File: src/kmu_pkg.sv
package kmu_pkg;
  // ----------------------------------------------------------------
  // register addresses
  // ----------------------------------------------------------------
  localparam logic [1:0] ADDR_MASK = 2'h0;
  localparam logic [1:0] ADDR_PATTERN = 2'h1;
  localparam logic [1:0] ADDR_CONTROL = 2'h2;

  // ----------------------------------------------------------------
  // control register fields
  // ----------------------------------------------------------------
  localparam int CTRL_FLAG_BIT = 0;
  localparam int CTRL_SENSE_BIT = 1;

  // ----------------------------------------------------------------
  // reset values
  // ----------------------------------------------------------------
  localparam logic [7:0] MASK_RESET = 8'h00;
  localparam logic [7:0] PATTERN_RESET = 8'h00;
  localparam logic SENSE_RESET = 1'b0;

  // ----------------------------------------------------------------
  // timing: match must stand longer than this many cpu_clock cycles
  // ----------------------------------------------------------------
  localparam int PERSIST_CPU_CLOCKS = 6;
  localparam logic [2:0] PERSIST_LAST = 3'(PERSIST_CPU_CLOCKS);
endpackage : kmu_pkg

File: src/kmu_keypad_match_unit.sv
`timescale 1ns/1ps
// Contract
// - mask selects pins taking part
// - compare port against written pattern, masked
// - set flag when condition holds, while active
// - flag and enable raise one interrupt
// - sense bit picks equal or not-equal
// - enabled interrupt wakes from idle, power-down
// - match must persist over six clocks
module kmu_keypad_match_unit #(
  parameter int PORT_W = 8
) (
  input wire logic core_clk_i,
  input wire logic arst_n_i,
  input wire logic [PORT_W-1:0] port0_i,
  input wire logic [1:0] sfr_addr_i,
  input wire logic sfr_wr_i,
  input wire logic sfr_rd_i,
  input wire logic [7:0] sfr_wdata_i,
  input wire logic int_enable_i,
  output logic [7:0] sfr_rdata_o,
  output logic irq_o,
  output logic wake_o
);

  // ----------------------------------------------------------------
  // elaboration check
  // ----------------------------------------------------------------
  if (PORT_W != 8)
  begin : g_bad_width
    $error("port width must be 8 to fit the byte registers");
  end

  // ----------------------------------------------------------------
  // pin synchroniser
  // ----------------------------------------------------------------
  logic [7:0] port_meta_q;
  logic [7:0] port_sync_q;

  always_ff @(posedge core_clk_i or negedge arst_n_i)
  begin
    if (!arst_n_i)
    begin
      port_meta_q <= 8'h00;
      port_sync_q <= 8'h00;
    end
    else
    begin
      port_meta_q <= port0_i;
      port_sync_q <= port_meta_q;
    end
  end

  // ----------------------------------------------------------------
  // registers
  // ----------------------------------------------------------------
  logic [7:0] mask_q;
  logic [7:0] pattern_q;
  logic sense_q;
  logic flag_q;
  logic wr_mask;
  logic wr_pattern;
  logic wr_control;

  assign wr_mask = sfr_wr_i && (sfr_addr_i == kmu_pkg::ADDR_MASK);
  assign wr_pattern = sfr_wr_i && (sfr_addr_i == kmu_pkg::ADDR_PATTERN);
  assign wr_control = sfr_wr_i && (sfr_addr_i == kmu_pkg::ADDR_CONTROL);

  always_ff @(posedge core_clk_i or negedge arst_n_i)
  begin
    if (!arst_n_i)
    begin
      mask_q <= kmu_pkg::MASK_RESET;
      pattern_q <= kmu_pkg::PATTERN_RESET;
      sense_q <= kmu_pkg::SENSE_RESET;
    end
    else
    begin
      if (wr_mask)
        mask_q <= sfr_wdata_i;
      if (wr_pattern)
        pattern_q <= sfr_wdata_i;
      if (wr_control)
        sense_q <= sfr_wdata_i[kmu_pkg::CTRL_SENSE_BIT];
    end
  end

  // ----------------------------------------------------------------
  // comparison
  // ----------------------------------------------------------------
  logic active;
  logic masked_equal;
  logic match;

  // an all-zero mask means no pin can take part, so the unit idles
  assign active = (mask_q != 8'h00);
  assign masked_equal =
    ((port_sync_q & mask_q) == (pattern_q & mask_q));
  assign match = active && (sense_q ? !masked_equal : masked_equal);

  // ----------------------------------------------------------------
  // persistence filter
  // ----------------------------------------------------------------
  logic [2:0] persist_q;
  logic set_flag;

  // saturates so a long match keeps re-setting the flag
  always_ff @(posedge core_clk_i or negedge arst_n_i)
  begin
    if (!arst_n_i)
      persist_q <= 3'h0;
    else if (!match)
      persist_q <= 3'h0;
    else if (persist_q != kmu_pkg::PERSIST_LAST)
      persist_q <= persist_q + 3'h1;
  end

  // seventh consecutive matching cycle, i.e. more than six
  assign set_flag =
    match && (persist_q == kmu_pkg::PERSIST_LAST);

  // ----------------------------------------------------------------
  // sticky flag
  // ----------------------------------------------------------------
  // set wins over a same-cycle clear; writing one does not set it
  always_ff @(posedge core_clk_i or negedge arst_n_i)
  begin
    if (!arst_n_i)
      flag_q <= 1'b0;
    else if (set_flag)
      flag_q <= 1'b1;
    else if (wr_control && !sfr_wdata_i[kmu_pkg::CTRL_FLAG_BIT])
      flag_q <= 1'b0;
  end

  // ----------------------------------------------------------------
  // interrupt and wake
  // ----------------------------------------------------------------
  always_ff @(posedge core_clk_i or negedge arst_n_i)
  begin
    if (!arst_n_i)
    begin
      irq_o <= 1'b0;
      wake_o <= 1'b0;
    end
    else
    begin
      irq_o <= flag_q && int_enable_i;
      wake_o <= flag_q && int_enable_i;
    end
  end

  // ----------------------------------------------------------------
  // read port
  // ----------------------------------------------------------------
  always_ff @(posedge core_clk_i or negedge arst_n_i)
  begin
    if (!arst_n_i)
      sfr_rdata_o <= 8'h00;
    else if (sfr_rd_i)
    begin
      unique case (sfr_addr_i)
        kmu_pkg::ADDR_MASK: sfr_rdata_o <= mask_q;
        kmu_pkg::ADDR_PATTERN: sfr_rdata_o <= pattern_q;
        kmu_pkg::ADDR_CONTROL: sfr_rdata_o <= {6'h00, sense_q, flag_q};
        default: sfr_rdata_o <= 8'h00;
      endcase
    end
  end

  // ----------------------------------------------------------------
  // checks
  // ----------------------------------------------------------------
  mask_gate_a: assert property (
    @(posedge core_clk_i) disable iff (!arst_n_i)
    (!flag_q && mask_q == 8'h00) |=> !flag_q)
    else $error("flag set with no pin enabled");

  pattern_read_a: assert property (
    @(posedge core_clk_i) disable iff (!arst_n_i)
    (wr_pattern ##1
      (sfr_rd_i && sfr_addr_i == kmu_pkg::ADDR_PATTERN && !sfr_wr_i))
    |=> sfr_rdata_o == $past(sfr_wdata_i, 2))
    else $error("pattern readback differs from write");

  match_sets_a: assert property (
    @(posedge core_clk_i) disable iff (!arst_n_i)
    match [*7] |=> flag_q)
    else $error("flag not set after persistent match");

  irq_out_a: assert property (
    @(posedge core_clk_i) disable iff (!arst_n_i)
    (flag_q && int_enable_i) |=> irq_o)
    else $error("interrupt missing for enabled flag");

  sense_eq_a: assert property (
    @(posedge core_clk_i) disable iff (!arst_n_i)
    (active && !sense_q && (port_sync_q & mask_q) != (pattern_q & mask_q))
    |-> !match)
    else $error("equal sense matched a differing port");

  wake_out_a: assert property (
    @(posedge core_clk_i) disable iff (!arst_n_i)
    wake_o |-> $past(flag_q) && $past(int_enable_i))
    else $error("wake without enabled flag");

  short_match_a: assert property (
    @(posedge core_clk_i) disable iff (!arst_n_i)
    $rose(flag_q)
    |-> $past(match) && $past(persist_q) == kmu_pkg::PERSIST_LAST)
    else $error("flag set by a short match");

  sticky_flag_a: assert property (
    @(posedge core_clk_i) disable iff (!arst_n_i)
    (flag_q && !wr_control) |=> flag_q)
    else $error("flag dropped without software clear");

  // a clear landing with a fresh match must lose
  set_wins_a: assert property (
    @(posedge core_clk_i) disable iff (!arst_n_i)
    set_flag |=> flag_q)
    else $error("match lost to a same-cycle clear");

  sense_ne_a: assert property (
    @(posedge core_clk_i) disable iff (!arst_n_i)
    (sense_q && (port_sync_q & mask_q) == (pattern_q & mask_q))
    |-> !set_flag)
    else $error("differ sense flagged an equal port");

  irq_drop_a: assert property (
    @(posedge core_clk_i) disable iff (!arst_n_i)
    !(flag_q && int_enable_i) |=> !irq_o)
    else $error("interrupt without enabled flag");

  flag_clear_a: assert property (
    @(posedge core_clk_i) disable iff (!arst_n_i)
    (wr_control && !sfr_wdata_i[kmu_pkg::CTRL_FLAG_BIT] && !set_flag)
    |=> !flag_q)
    else $error("flag kept after software clear");

  // writing one to the flag bit must never raise it
  flag_source_a: assert property (
    @(posedge core_clk_i) disable iff (!arst_n_i)
    (!flag_q && !set_flag) |=> !flag_q)
    else $error("flag raised without a match");

endmodule : kmu_keypad_match_unit

File: config.mk
export PLATFORM = sky130hd
export DESIGN_NAME = kmu_keypad_match_unit
export DESIGN_NICKNAME = d
export VERILOG_FILES = /design/src/kmu_pkg.sv /design/src/kmu_keypad_match_unit.sv
export SDC_FILE = /design/constraint.sdc
export NUM_CORES = 1
export LEC_CHECK = 0
export ABC_AREA = 1
export BUFFER_PORTS_ARGS = -buffer_cell sky130_fd_sc_hd__buf_2
export CORE_MARGIN = 3
export CORE_UTILIZATION = 55
export DETAILED_ROUTE_END_ITERATION = 7
export GPL_ROUTABILITY_DRIVEN = 0
export GPL_TIMING_DRIVEN = 0
export HOLD_SLACK_MARGIN = 0.15
export PLACE_DENSITY = 0.84
export SLEW_MARGIN = 20
export SYNTH_ARGS = -nofsm -noshare
export SYNTH_HDL_FRONTEND = slang
export SYNTH_SLANG_ARGS = --single-unit
File: constraint.sdc
create_clock -name core_clk_i -period 1.58 [get_ports core_clk_i]
set_input_delay 0.158 -clock core_clk_i [delete_from_list [all_inputs] [get_ports core_clk_i]]
set_output_delay 0.158 -clock core_clk_i [all_outputs]
set_load 0.02 [all_outputs]
# Word-level counts from Yosys, hierarchy flattened
# Cells that the tools add are included.
# totals
register_bits	46
latchBits	0
ramBits	0
romBits	0
inputBits	23
wordCells	36
memories	0
# classes
add_sub_neg	1
multipliers	0
div	0
magnitude_cmp	0
n_eq_ne	6
shifts	0
n_mux	6
bitwise	2
reduce_logical	12
# op_table
operator	count
$pmux W8 S3	1
$and A8 B8 Y8	2
$eq A8 B8 Y1	1
$reduce_bool A8 Y1	1
$logic_and A1 B1 Y1	7
$mux W3	2
$add A3 B1 Y3 const B	1
$eq A3 B3 Y1 const B	1
$mux W1	3
$ne A3 B3 Y1 const B	1
$eq A2 B1 Y1 const B	1
$eq A2 B2 Y1 const B	1
$logic_not A1 Y1	2
$logic_not A2 Y1	1
$ne A2 B1 Y1 const B	1
$reduce_bool A2 Y1	1

# Depth between registers and ports, before layout
# logic_depth
depth_word	7
depth_mapped	9
mapped_depth_nobuf	9

# Least setup slack after synthesis
# Ideal clock, no wire load.
# synth_path
path_type	register to register
from	register mask_q[0]
to	register persist_q[0]
setup_ns	0.120
arrival_time_ns	0.965
setup_slack_ns	0.495
stages_incl_launch_ff	9
path_buffers	0
synth_period_minus_slack_ns	1.085
path_cell_list	dfrtp_1 > nand2_1 > nand2_1 > nand2_1 > nand2_1 > nor2_1 > nand3_1 > nand3_1 > nor2_1
# synth_between
elab_chain_cells	6
# synth_lines
element	line	text
start, declared	kmu_keypad_match_unit.sv:57	logic [7:0] mask_q;
start signal, assigned	kmu_keypad_match_unit.sv:73	mask_q <= kmu_pkg::MASK_RESET;
start signal, assigned	kmu_keypad_match_unit.sv:80	mask_q <= sfr_wdata_i;
$and A8 B8 Y8	kmu_keypad_match_unit.sv:98	((port_sync_q & mask_q) == (pattern_q & mask_q));
$eq A8 B8 Y1	kmu_keypad_match_unit.sv:98	
$logic_not A1 Y1	kmu_keypad_match_unit.sv:99	assign match = active && (sense_q ? !masked_equal : masked_equal);
$mux W1	kmu_keypad_match_unit.sv:99	
$logic_and A1 B1 Y1 *	kmu_keypad_match_unit.sv:99	
$ne A2 B1 Y1 (no source line) or $mux W3 (tied branches)	n/a	
end signal, assigned	kmu_keypad_match_unit.sv:115	persist_q <= persist_q + 3'h1;
end, declared	kmu_keypad_match_unit.sv:104	logic [2:0] persist_q;
# Every way passes the cells marked *; elsewhere a longest branch is shown, timed or not.
# A chain may end at the register's enable or synchronous reset.

# Final worst setup path
# layout_path
from	input port sfr_addr_i[0]
to	register pattern_q[2]
# layout_between
elab_chain_cells	2
# layout_lines
element	line	text
start, declared	kmu_keypad_match_unit.sv:16	input wire logic [1:0] sfr_addr_i,
$eq A2 B1 Y1	kmu_keypad_match_unit.sv:66	assign wr_pattern = sfr_wr_i && (sfr_addr_i == kmu_pkg::ADDR_PATTERN);
$logic_and A1 B1 Y1	kmu_keypad_match_unit.sv:66	
end signal, assigned	kmu_keypad_match_unit.sv:74	pattern_q <= kmu_pkg::PATTERN_RESET;
end signal, assigned	kmu_keypad_match_unit.sv:82	pattern_q <= sfr_wdata_i;
end, declared	kmu_keypad_match_unit.sv:58	logic [7:0] pattern_q;
# Every way passes these cells.

==> qor.csv <==
metric,value,unit
status,"complete, no violations",
critPathMaxStageDelay,520,ps
boundaryPins,33,
rows,21,
final_nets,291,
slew_headroom,0.7034,
grt.overflow.total,0,
setup-violations-final,0,
synthCells,206,
synthMuxAreaShare,0.01146,
powerDensity,1036,nW/µm²
worstSetupStartpointType,primary input,
drv_slew,0,
track_usage,0.2030,
postSynthNetCount,231,
synth_top_area_cell,dfrtp_1,
fin_crit_sh,0.8467,
synth_flop_cell,dfrtp_1,
fin_worst_skew,21.19,ps
fp.dieH,65.76,µm
synth_common_cells,"nand2_1, dfrtp_1, inv_1, o21ai_2, nand3_1",
drtIter0Drc,122,
maxCapViolCount,0,
io_buffer_count,32,
reg2regPathDepth,9,
synth-compound-area-share,0.1032,
cp-end-kind,flop,
diodes,0,
hold_end,sense_q,
clock_path_buffers,2,
nFillCells,238,
seq_area_frac_synth,0.5860,
r2r-start,pattern_q[6],
grt_pass1_vias,1427,
layout_setup_ws,242.2,ps
syn_to_final_growth,24.71,%
synth_edf_count,0,
dp_hpwl,2606,µm
slowest_stage,dlygate4sd3_1,
worst_r2r_endpoint,persist_q[1],
cp_data_required_time,1830,ps
p_leak,1.275,nW
cp.arrival,1590,ps
synth_area,1964,µm²
drtPass1Iterations,4,
die_area,4324,µm²
cts-root-buf,clkbuf_4,
synth-simple-area-share,0.2096,
wirelength,3924,µm
clock_latency,360,ps
cts_made_buffers,5,
r2r_slack,250,ps
fin_tns_setup,0,ps
drive_above_1_share,0.2481,
crit_path_max_fanout,10,
yosysMostFrequentCell,nand2_1,
tightest_slew,444.9,ps
drc_errors,0,
period_minus_slack,1338,ps
critPathKind,in2reg,
cts_sinks,46,
synth-seq-cells,46,
core-area,3390,µm²
antenna_left,0,
synthAdderAreaFrac,0.01274,
die_x,65.76,µm
h-tree-depth,2,
wl_per_cell,12.58,µm
fin_util,0.7228,
hp-class,in2reg,
place_ws,306.6,ps
fmax,747.5,MHz
ys.warnings.count,0,
grt_pass1_wl,6375,µm
rsz0062_at_grt,no,
synth_top_area_share,0.5860,
synth_top_family_by_area,simple AND/OR/NAND/NOR gates,
avgSynthCellArea,9.536,µm²
hold_start,sfr_wr_i,
hold_depth,3,
synth.area.top_cells,"dfrtp_1, nand2_1, o21ai_2, inv_1, nand3_1",
grt_max_degree,47,
initial_core_util,0.5795,
crit_path_cell_trace,dlygate4sd3_1 > buf_2 > inv_2 > nor2_4 > nand2_4 > buf_6 > nand2_1 > o21ai_2,
synth-xor-area-share,0.004459,
cts_tree,done,
post_cts_buffers,0,
antenna_found_initial,0,
vias,1532,
worst_ir_drop_vdd,0.0006582,V
yosysUniqueCellTypes,20,
async_flop_share,1.000,
final-hold-violation-count,0,
clk_pin_slew,120,ps
vias_per_cell,4.910,
## layer usage
metal	GRT usage	part of all wire	vias to the layer above
met5	0	0	-
met4	0.06218	0.012	0
met3	0.05641	0.044	6
met2	0.3342	0.52	34
met1	0.2600	0.43	726
li1	-	-	766
## how the worst max path moves through the flow
| stage | from | end | slack (ps) | depth (start not counted) |
|---|---|---|---|---|
| final | sfr_addr_i[0] | pattern_q[2] | 240 | 8 |
| after global routing | pattern_q[6] | persist_q[1] | 60 | 9 |
| after CTS | pattern_q[7] | persist_q[1] | 260 | 9 |
| after detailed placement | pattern_q[6] | persist_q[1] | 310 | 8 |
| after global placement | pattern_q[6] | persist_q[1] | 360 | 8 |
| after floorplan | mask_q[0] | persist_q[0] | 500 | 8 |
## placed cells by master (no fill, tap or decap), types with 2 or more instances in the layout
cell type      count
a31oi_1            6
buf_2             32
buf_6              2
clkbuf_4           5
clkinv_2           2
dfrtp_1           46
dlygate4sd3_1     20
ha_1               2
inv_1             28
mux2_2             2
nand2_1           63
nand2_4            2
nand3_1           14
nor2_1            11
nor2_4             2
nor4_1             2
o21ai_0            4
o21ai_2           16
## registers in the layout, summed over array words and instances, names as in the netlist
signal and cells:
flag_q 1, mask_q 8, pattern_q 8, persist_q 3
port_meta_q 8, port_sync_q 8, sense_q 1, sfr_rdata_o 8
wake_o 1
## through the flow
| step | std cells | power (mW) | cell area (µm²) | hold slack, ps |
|---|---|---|---|---|
| finish | 312 | 2.537 | 2450 | 182.7 |
| floorplan | 206 | 1.816 | 1964 | -137.6 |
| CTS | 311 | 2.550 | 2430 | 163.6 |
| global placement | 284 | 1.968 | 2182 | 265.2 |
| global route | 312 | 2.698 | 2450 | 173.3 |
| detailed placement | 284 | 2.003 | 2182 | 268.2 |
## worst max-delay path: cells and delay by family
family | cells | cell delay [ps]
buffers and inverters | 4 | 920
and+or+nand+nor | 3 | 470
AOI/OAI and AO/OA | 1 | 50
## what timing repair did
item                                   in CTS  in global routing
endpoints found under the hold margin      80                  0
setup endpoints to repair                   0                  0
hold buffers                               20                  0
gates resized for setup                     0                  0
## area by class of cell
type | instances | area [µm²] | area share
flip-flops and latches | 46 | 1151 | 0.4699
clock inverters | 2 | 10.01 | 0.004086
well taps | 46 | 57.56 | 0.02349
multi-input cells | 127 | 670.6 | 0.2737
repair buffers | 53 | 380.4 | 0.1553
clock buffers | 5 | 37.54 | 0.01532
plain buffers | 4 | 33.78 | 0.01379
inverters | 29 | 108.9 | 0.04443
## where the power goes
group	switching, mW	internal [mW]	total [mW]
registers	0.132	1.33	1.46
clock network	0.349	0.160	0.510
logic	0.320	0.245	0.565
## cell families after synthesis
group,after synthesis
and+or+nand+nor,95
xor gates and xnor gates,1
buffers and inverters,33
DFF,46
muxes,2
adders and majority gates,2
AOI/OAI and AO/OA,27
Note: power is estimated with default switching activity, not from simulation.
